===== src/pia_regs.svh =====
`ifndef PIA_REGS_SVH
`define PIA_REGS_SVH

// register offsets on the local register port
`define PIA_OFS_PRI_LO 8'h84
`define PIA_OFS_PRI_HI 8'h86
`define PIA_OFS_DMA_TMR 8'h88
`define PIA_OFS_TMR_SER 8'h8a
`define PIA_OFS_MISC 8'h8c
`define PIA_OFS_CTRL 8'h8e

// reset values
`define PIA_PRI_RST 16'h0000
`define PIA_SENSE_RST 8'h00

// control register field positions
`define PIA_CTRL_NMI_LVL 15
`define PIA_CTRL_NMI_EDGE 8

// fixed levels and mask loads
`define PIA_LVL_NMI 5'h10
`define PIA_LVL_BRK 5'h0f
`define PIA_MASK_FIXED 4'hf

// vector numbers
`define PIA_VEC_NMI 8'h0b
`define PIA_VEC_BRK 8'h0c
`define PIA_VEC_PIN0 8'h40
`define PIA_VEC_DMA0 8'h48
`define PIA_VEC_TMR0 8'h50
`define PIA_DMA_STRIDE 2
`define PIA_TMR_STRIDE 4

`endif


===== src/pia_pkg.sv =====
package pia_pkg;

  typedef logic [4:0] pia_level_t;
  typedef logic [7:0] pia_vec_t;

  // source class, one-hot
  typedef enum logic [3:0] {
    PIA_CLS_NMI = 4'b0001,
    PIA_CLS_BRK = 4'b0010,
    PIA_CLS_PIN = 4'b0100,
    PIA_CLS_CHIP = 4'b1000
  } pia_class_t;

endpackage


===== src/pia_arbiter.sv =====
`timescale 1ns/1ps
`include "pia_regs.svh"

// Operation
// RULE1: rank levels 0 to 16, larger wins, 16 highest
// RULE2: maskable source at level 0 never reaches the cpu
// RULE3: non-maskable request is level 16 and always accepted
// RULE4: non-maskable pin edge sensed, control bit picks rising or falling
// RULE5: non-maskable acceptance loads mask level 15
// RULE6: debug break request raised on break match, fixed level 15
// RULE7: debug break acceptance loads mask level 15
// RULE8: each request pin picks low-level or falling-edge sensing alone
// RULE9: pins 0-7 take 4-bit priority fields in two priority registers
// RULE10: pin acceptance loads that pin's priority as mask
// RULE11: every on-chip source has its own vector
// RULE12: dma and timer priorities come from third and fourth registers
// RULE13: on-chip acceptance loads that module's priority as mask
// RULE14: sources sharing a field ranked by fixed in-module order
// RULE15: reset clears every priority field to level 0
// RULE16: equal levels resolved by fixed default order
// RULE17: vectors: nmi 11, break 12, pins 64-71, dma 72-78 even
// RULE18: timers 0-2 use vector groups at 80, 84, 88
// RULE19: vector table offset is four times the vector number
// RULE20: control msb shows the non-maskable pin level
// RULE21: request-out pin flags a pending on-chip source; code drives it low only while an on-chip source is the forwarded winner
// RULE22: maskable winner forwarded only when above cpu mask level
// RULE23: resolution combinational, answer registered within one cycle
module pia_arbiter
  import pia_pkg::*;
#(
  parameter int NUM_PIN = 8,
  parameter int NUM_DMA = 4,
  parameter int NUM_TMR = 3
) (
  // clock and reset
  input wire logic clk_sys,
  input wire logic rst,
  // register port
  input wire logic [7:0] reg_addr,
  input wire logic [15:0] reg_wdata,
  input wire logic reg_wr,
  input wire logic reg_rd,
  output logic [15:0] reg_rdata,
  // request sources
  input wire logic nmi_pin,
  input wire logic debug_break_unit,
  input wire logic [NUM_PIN-1:0] irq_n,
  input wire logic [NUM_DMA-1:0] dma_end,
  input wire logic [NUM_TMR-1:0] timer_compare_a,
  input wire logic [NUM_TMR-1:0] timer_compare_b,
  input wire logic [NUM_TMR-1:0] timer_overflow,
  // cpu side
  input wire logic [3:0] cpu_mask_level,
  input wire logic cpu_ack,
  output logic int_req,
  output pia_vec_t int_vector,
  output logic [3:0] int_level,
  output logic [9:0] int_vec_offset,
  // request-out pin, active low
  output logic request_out_n
);

  localparam int NSRC = 2 + NUM_PIN + NUM_DMA + 3 * NUM_TMR;
  localparam int FDMA = 2 + NUM_PIN;
  localparam int FTMR = FDMA + NUM_DMA;

  // the field layout is fixed, so only the documented counts fit
  if (NUM_PIN != 8 || NUM_DMA != 4 || NUM_TMR != 3) begin : g_bad
    $error("pia_arbiter: source counts must be 8, 4 and 3");
  end

  // 4-bit field n of a 16-bit priority register, n=0 is bits 15-12
  function automatic logic [3:0] fld(input logic [15:0] r, input int n);
    fld = r[15 - 4 * n -: 4];
  endfunction

  // mask level loaded on acceptance
  function automatic logic [3:0] mask_of(input pia_class_t c, input pia_level_t l);
    case (c)
      PIA_CLS_NMI: mask_of = `PIA_MASK_FIXED;
      PIA_CLS_BRK: mask_of = `PIA_MASK_FIXED;
      default: mask_of = l[3:0];
    endcase
  endfunction

  logic [15:0] external_pin_priority_lo;
  logic [15:0] external_pin_priority_hi;
  logic [15:0] dma_timer_priority;
  logic [15:0] timer_serial_priority;
  logic [15:0] misc_module_priority;
  logic nmi_edge_select;
  logic [NUM_PIN-1:0] pin_sense_select;
  logic nmi_prev;
  logic nmi_pend;
  logic brk_pend;
  logic [NUM_PIN-1:0] irq_prev;
  logic [NUM_PIN-1:0] irq_latch;
  logic [4:0] win_idx;
  logic nmi_edge;
  logic [NSRC-1:0] src_pend;
  logic [NSRC-1:0] src_live;
  logic [NSRC-1:0] src_fwd;
  logic [NSRC-1:0] ack_hit;
  pia_level_t src_lvl [NSRC];
  pia_vec_t src_vec [NSRC];
  pia_class_t src_cls [NSRC];
  logic best_ok;
  logic [4:0] best_idx;
  pia_level_t best_lvl;
  logic [15:0] ctrl_view;

  // register writes
  always_ff @(posedge clk_sys or posedge rst) begin
    if (rst) begin
      external_pin_priority_lo <= `PIA_PRI_RST; // [RULE15]
      external_pin_priority_hi <= `PIA_PRI_RST;
      dma_timer_priority <= `PIA_PRI_RST;
      timer_serial_priority <= `PIA_PRI_RST;
      misc_module_priority <= `PIA_PRI_RST;
      nmi_edge_select <= 1'b0;
      pin_sense_select <= `PIA_SENSE_RST;
    end else if (reg_wr) begin
      case (reg_addr)
        `PIA_OFS_PRI_LO: external_pin_priority_lo <= reg_wdata;
        `PIA_OFS_PRI_HI: external_pin_priority_hi <= reg_wdata;
        `PIA_OFS_DMA_TMR: dma_timer_priority <= reg_wdata;
        `PIA_OFS_TMR_SER: timer_serial_priority <= reg_wdata;
        `PIA_OFS_MISC: misc_module_priority <= reg_wdata;
        `PIA_OFS_CTRL: begin
          nmi_edge_select <= reg_wdata[`PIA_CTRL_NMI_EDGE]; // [RULE4]
          pin_sense_select <= reg_wdata[NUM_PIN-1:0]; // [RULE8]
        end
        default: ;
      endcase
    end
  end

  // control register view, msb follows the pin
  always_comb begin
    ctrl_view = 16'h0000;
    ctrl_view[`PIA_CTRL_NMI_LVL] = nmi_prev; // [RULE20]
    ctrl_view[`PIA_CTRL_NMI_EDGE] = nmi_edge_select;
    ctrl_view[NUM_PIN-1:0] = pin_sense_select;
  end

  // read data, valid only in the cycle after the strobe
  always_ff @(posedge clk_sys or posedge rst) begin
    if (rst) begin
      reg_rdata <= 16'h0000;
    end else if (reg_rd) begin
      case (reg_addr)
        `PIA_OFS_PRI_LO: reg_rdata <= external_pin_priority_lo;
        `PIA_OFS_PRI_HI: reg_rdata <= external_pin_priority_hi;
        `PIA_OFS_DMA_TMR: reg_rdata <= dma_timer_priority;
        `PIA_OFS_TMR_SER: reg_rdata <= timer_serial_priority;
        `PIA_OFS_MISC: reg_rdata <= misc_module_priority;
        `PIA_OFS_CTRL: reg_rdata <= ctrl_view;
        default: reg_rdata <= 16'h0000;
      endcase
    end else begin
      reg_rdata <= 16'h0000;
    end
  end

  // acknowledge hits the source presented last cycle
  always_comb begin
    ack_hit = '0;
    if (cpu_ack && int_req) begin
      ack_hit[win_idx] = 1'b1;
    end
  end

  // non-maskable edge, polarity chosen by software
  assign nmi_edge = nmi_edge_select ? (nmi_pin & ~nmi_prev) : (~nmi_pin & nmi_prev); // [RULE4]

  // previous pin levels for edge detection
  always_ff @(posedge clk_sys or posedge rst) begin
    if (rst) begin
      nmi_prev <= 1'b0;
      irq_prev <= '1;
    end else begin
      nmi_prev <= nmi_pin;
      irq_prev <= irq_n;
    end
  end

  // non-maskable and break latches, a new event beats the clear
  always_ff @(posedge clk_sys or posedge rst) begin
    if (rst) begin
      nmi_pend <= 1'b0;
      brk_pend <= 1'b0;
    end else begin
      if (nmi_edge) begin
        nmi_pend <= 1'b1; // [RULE3]
      end else if (ack_hit[0]) begin
        nmi_pend <= 1'b0;
      end
      if (debug_break_unit) begin
        brk_pend <= 1'b1; // [RULE6]
      end else if (ack_hit[1]) begin
        brk_pend <= 1'b0;
      end
    end
  end

  // falling-edge latches for pins in edge mode
  always_ff @(posedge clk_sys or posedge rst) begin
    if (rst) begin
      irq_latch <= '0;
    end else begin
      for (int i = 0; i < NUM_PIN; i++) begin
        if (!pin_sense_select[i]) begin
          irq_latch[i] <= 1'b0;
        end else if (irq_prev[i] && !irq_n[i]) begin
          irq_latch[i] <= 1'b1; // [RULE8]
        end else if (ack_hit[2 + i]) begin
          irq_latch[i] <= 1'b0;
        end
      end
    end
  end

  // source table in default order: levels, vectors, classes
  always_comb begin
    src_pend = '0;
    for (int i = 0; i < NSRC; i++) begin
      src_lvl[i] = 5'h00;
      src_vec[i] = 8'h00;
      src_cls[i] = PIA_CLS_CHIP;
    end
    src_pend[0] = nmi_pend;
    src_lvl[0] = `PIA_LVL_NMI; // [RULE3]
    src_vec[0] = `PIA_VEC_NMI; // [RULE17]
    src_cls[0] = PIA_CLS_NMI;
    src_pend[1] = brk_pend;
    src_lvl[1] = `PIA_LVL_BRK; // [RULE6]
    src_vec[1] = `PIA_VEC_BRK;
    src_cls[1] = PIA_CLS_BRK;
    for (int i = 0; i < NUM_PIN; i++) begin
      src_pend[2 + i] = pin_sense_select[i] ? irq_latch[i] : ~irq_n[i]; // [RULE8]
      src_lvl[2 + i] = {1'b0, (i < 4) ? fld(external_pin_priority_lo, i)
                                      : fld(external_pin_priority_hi, i - 4)}; // [RULE9]
      src_vec[2 + i] = `PIA_VEC_PIN0 + 8'(i);
      src_cls[2 + i] = PIA_CLS_PIN;
    end
    // channels 0,1 share one field, 2,3 the next; lower channel ranks first
    for (int i = 0; i < NUM_DMA; i++) begin
      src_pend[FDMA + i] = dma_end[i];
      src_lvl[FDMA + i] = {1'b0, fld(dma_timer_priority, i / 2)}; // [RULE12] [RULE14]
      src_vec[FDMA + i] = `PIA_VEC_DMA0 + 8'(`PIA_DMA_STRIDE * i); // [RULE11]
    end
    // each timer: compare a, compare b, overflow in falling rank
    for (int t = 0; t < NUM_TMR; t++) begin
      for (int s = 0; s < 3; s++) begin
        src_pend[FTMR + 3 * t + s] = (s == 0) ? timer_compare_a[t] :
                                     (s == 1) ? timer_compare_b[t] : timer_overflow[t]; // [RULE14]
        src_lvl[FTMR + 3 * t + s] = {1'b0, (t < 2) ? fld(dma_timer_priority, 2 + t)
                                                  : fld(timer_serial_priority, 0)}; // [RULE12]
        src_vec[FTMR + 3 * t + s] = `PIA_VEC_TMR0 + 8'(`PIA_TMR_STRIDE * t + s); // [RULE18]
      end
    end
  end

  // a source still in flight of acknowledge is not offered again
  assign src_live = src_pend & ~ack_hit;

  // forwarding test against level 0 and the cpu mask
  always_comb begin
    for (int i = 0; i < NSRC; i++) begin
      if (src_cls[i] == PIA_CLS_NMI) begin
        src_fwd[i] = 1'b1; // [RULE3]
      end else begin
        src_fwd[i] = (src_lvl[i] != 5'h00) && (src_lvl[i] > {1'b0, cpu_mask_level}); // [RULE2] [RULE22]
      end
    end
  end

  // combinational resolve; strict greater keeps the earlier source on ties
  always_comb begin
    best_ok = 1'b0;
    best_idx = 5'h00;
    best_lvl = 5'h00;
    for (int i = 0; i < NSRC; i++) begin
      if (src_live[i] && src_fwd[i] && (!best_ok || src_lvl[i] > best_lvl)) begin // [RULE1] [RULE16]
        best_ok = 1'b1;
        best_idx = 5'(i);
        best_lvl = src_lvl[i];
      end
    end
  end

  // registered answer to the cpu
  always_ff @(posedge clk_sys or posedge rst) begin
    if (rst) begin
      int_req <= 1'b0;
      int_vector <= 8'h00;
      int_level <= 4'h0;
      int_vec_offset <= 10'h000;
      win_idx <= 5'h00;
    end else begin
      int_req <= best_ok; // [RULE23]
      int_vector <= src_vec[best_idx];
      int_level <= mask_of(src_cls[best_idx], best_lvl); // [RULE5] [RULE7] [RULE10] [RULE13]
      int_vec_offset <= {src_vec[best_idx], 2'b00}; // [RULE19]
      win_idx <= best_idx;
    end
  end

  // request-out pin low while an on-chip source is offered
  always_ff @(posedge clk_sys or posedge rst) begin
    if (rst) begin
      request_out_n <= 1'b1;
    end else begin
      request_out_n <= ~(best_ok && src_cls[best_idx] == PIA_CLS_CHIP); // [RULE21]
    end
  end
endmodule


===== config.mk =====
export PLATFORM = sky130hd
export DESIGN_NAME = pia_arbiter
export DESIGN_NICKNAME = d
export VERILOG_FILES = /design/src/pia_pkg.sv /design/src/pia_arbiter.sv
export VERILOG_INCLUDE_DIRS = /design/src
export SDC_FILE = /design/constraint.sdc
export NUM_CORES = 1
export LEC_CHECK = 0
export ABC_AREA = 1
export ABC_CLOCK_PERIOD_IN_PS = 39400
export BUFFER_PORTS_ARGS = -buffer_cell sky130_fd_sc_hd__buf_2
export CAP_MARGIN = 20
export CORE_ASPECT_RATIO = 1.5
export CORE_MARGIN = 1
export CORE_UTILIZATION = 55
export CTS_CLUSTER_DIAMETER = 60
export CTS_CLUSTER_SIZE = 25
export DETAILED_ROUTE_END_ITERATION = 12
export PLACE_DENSITY = 0.76
export SYNTH_ARGS = -nofsm -noshare
export SYNTH_HDL_FRONTEND = slang
export SYNTH_SLANG_ARGS = --single-unit

===== constraint.sdc =====
create_clock -name clk_sys -period 39.4 [get_ports clk_sys]
set_clock_uncertainty 0.15 [all_clocks]
set_input_delay 1.97 -clock clk_sys [delete_from_list [all_inputs] [get_ports clk_sys]]
set_output_delay 1.97 -clock clk_sys [all_outputs]
set_load 0.005 [all_outputs]

==> metrics.txt <==
worst hold path stage count 2; Clock Tree Buf Depth 2; Avg Cell Area, Syn 7.47 um^2; Max IR drop VDD 0.0000315 V; setup TNS 0 ns; reg2reg path depth 216; initial DRC count 854; TritonCTS Sinks 141; unrepaired setup endpoints after global routing no; most numerous cell in the Yosys netlist nand2_1; startpoint types primary input; max cap viols 0; EDFF count, synth 0; Post-Syn Area 11000 um^2; max_slew headroom between 30% and 40%; root buffer cell clkbuf_16; worst setup margin between 5 and 6 ns; Min Clock Period, post-route 33.63 ns; fin cells 1837; drt drc 0; Setup CP Type in2reg; Die W 118 um; Post-CTS Setup Bufs 0; WP data required 39.61 ns; crit path max-delay cell type ha_1; first-pass GRT wire length roughly 54000 um; Warnings, synthesis 0; nets@finish 1766; Detailed Route WL 34600 um; Area Overhead vs Synth 11.6%; gpl congestion 0.989; Critical Path End Type flip-flop; Crit path largest cell delay between 0.3 and 0.4 ns; outcome finished, final reports clean; FILL cells 1840; Hold Path Class reg2reg; CTS buffer count 17; largest net degree at the start of global routing 80; Congestion Overflow GR 0; total iterations of the first detailed-routing run 6; vias in the first global route 10200; PostCTS Resize Cnt 0; hold_buf cts 0; Diodes inserted 0; period utilization about 85%; ys async rst share 100%; Fin. Hold Viols 0; Seq cells post-synth 141; post-DP HPWL 26500 um; Seq/Total Area, Yosys 32.0%; synth unique cells between 40 and 50; cell taking the most area after synthesis dfrtp_1; Global Route Usage Sum 34.2%; die footprint 20700 um^2; fmax 29.7 MHz; dominant synthesized flop cell dfrtp_1; layout cells sized above 1 11.5%; die height 176 um; IO Count between 90 and 100; peak fanout along the critical path 11; Post-synth top cells nand2_1 (400), inv_1 (163), o21ai_0 (150); Setup Slack @ Placement 5.82 ns; Post-Place Cells ~1800; DRT antenna net count 0; static leakage 6.27 nW; clock-pin transition on the worst setup and hold timing paths 0.07 ns; Pwr per Cell Area 48.5 nW/um^2; Core Box Area 19700 um^2; routed vias/inst 5.86; Core Rows 63; input/output buffers 89; via count 10800; Worst-Margin Slew slightly above 1 ns; drt wl/cell 18.8 um; initial antenna violation count 0; CTS tree done; Synth top area share around 30%; Slew Limit Fails 0; Top cell by count, worst path nand2_1; H-tree Lvls 4; initial core utilization 56.1%; top cells by area, synth dfrtp_1 (30%), ha_1 (17%), nand2_1 (14%); latest clock arrival within the worst-skew pair 0.44 ns; WP data arrival 33.84 ns; Gate Count Post-Synth about 1500; final setup fails 0
final timing paths:
check                                    startpoint                           end  slack, ns
max                                         cpu_ack             int_vec_offset[2]       5.77
min                        misc_module_priority[11]      misc_module_priority[11]       0.33
max reg2reg                              win_idx[3]             int_vec_offset[2]       6.90
min reg2reg                misc_module_priority[11]      misc_module_priority[11]       0.33
max in group asynchronous                       rst  external_pin_priority_lo[10]      36.27
min in group asynchronous                       rst             int_vec_offset[2]       1.53
layout by cell type (no fill, tap or decap), types with 37 or more instances in the layout:
master / netlist / layout
nand2_1: 400 / 400
ha_1: 146 / 146
nor2_1: 37 / 37
a21oi_1: 62 / 62
nand3_1: 98 / 98
inv_1: 163 / 162
and2_1: 38 / 38
dfrtp_1: 132 / 132
buf_2: 0 / 89
o21ai_0: 150 / 150
report_power, final:
part	internal (mW)	switching, mW	leakage [nW]	total, mW
Sequential	0.156	0.0109	1.88	0.167
Clock	0.0916	0.0696	0.278	0.161
Combinational	0.108	0.162	4.11	0.270
Total	0.356	0.243	6.27	0.598
flip-flops by register name (all words and copies together), names as in the netlist, 5 cells and up:
name	flops
pin_sense_select	8
dma_timer_priority	16
external_pin_priority_hi	16
reg_rdata	16
int_vec_offset	6
win_idx	5
timer_serial_priority	16
external_pin_priority_lo	16
misc_module_priority	16
irq_latch	8
irq_prev	8
critical path, delay by kind of cell:
family	cells	cell delay (ns)
AND/OR/NAND/NOR	104	12.41
AO/OA/AOI/OAI	66	9.06
adder cells (fa/ha/maj)	22	6.56
buffers and inverters	26	3.76
kinds of logic (layout without fill, tap and decap cells):
family | after synthesis | count (layout) | synth area share [%]
simple gates | 681 | 681 | 28.0
compound gates | 304 | 304 | 16.0
buf+inv | 205 | 299 | 7.37
fa+ha+maj | 146 | 146 | 16.5
flops | 141 | 141 | 32.0
other cells | 1 | 6 | 0.0340
stage by stage:
step           util, %  instance area [um^2]  hold WS (ns)  power [mW]
2_1_floorplan        -                 11100         0.303       0.366
4_1_cts           62.5                 12300         0.338       0.597
5_1_grt           62.6                 12300         0.354       0.642
3_5_place_dp      59.5                 11700         0.323       0.437
6_report          62.6                 12300         0.335       0.598
3_3_place_gp      59.5                 11700         0.316       0.430
layer usage:
layer | routed length (um) | vias to the layer above | global-route usage (%)
li1 | - | 5214 | -
met1 | 13300 | 5041 | 38.2
met2 | 17300 | 384 | 60.7
met3 | 1720 | 122 | 4.19
met4 | 2280 | 0 | 22.8
met5 | 0 | - | 0
final cells by class:
cell class	count	area, um^2	area share (%)
multi-input cells	1137	6720	54.5
flip-flops and latches	141	3540	28.7
inverters	168	636	5.16
repair buffers	99	526	4.26
clock buffers	19	453	3.67
well taps	260	325	2.64
clock inverters	13	128	1.04
(Power assumes the default switching activity.)
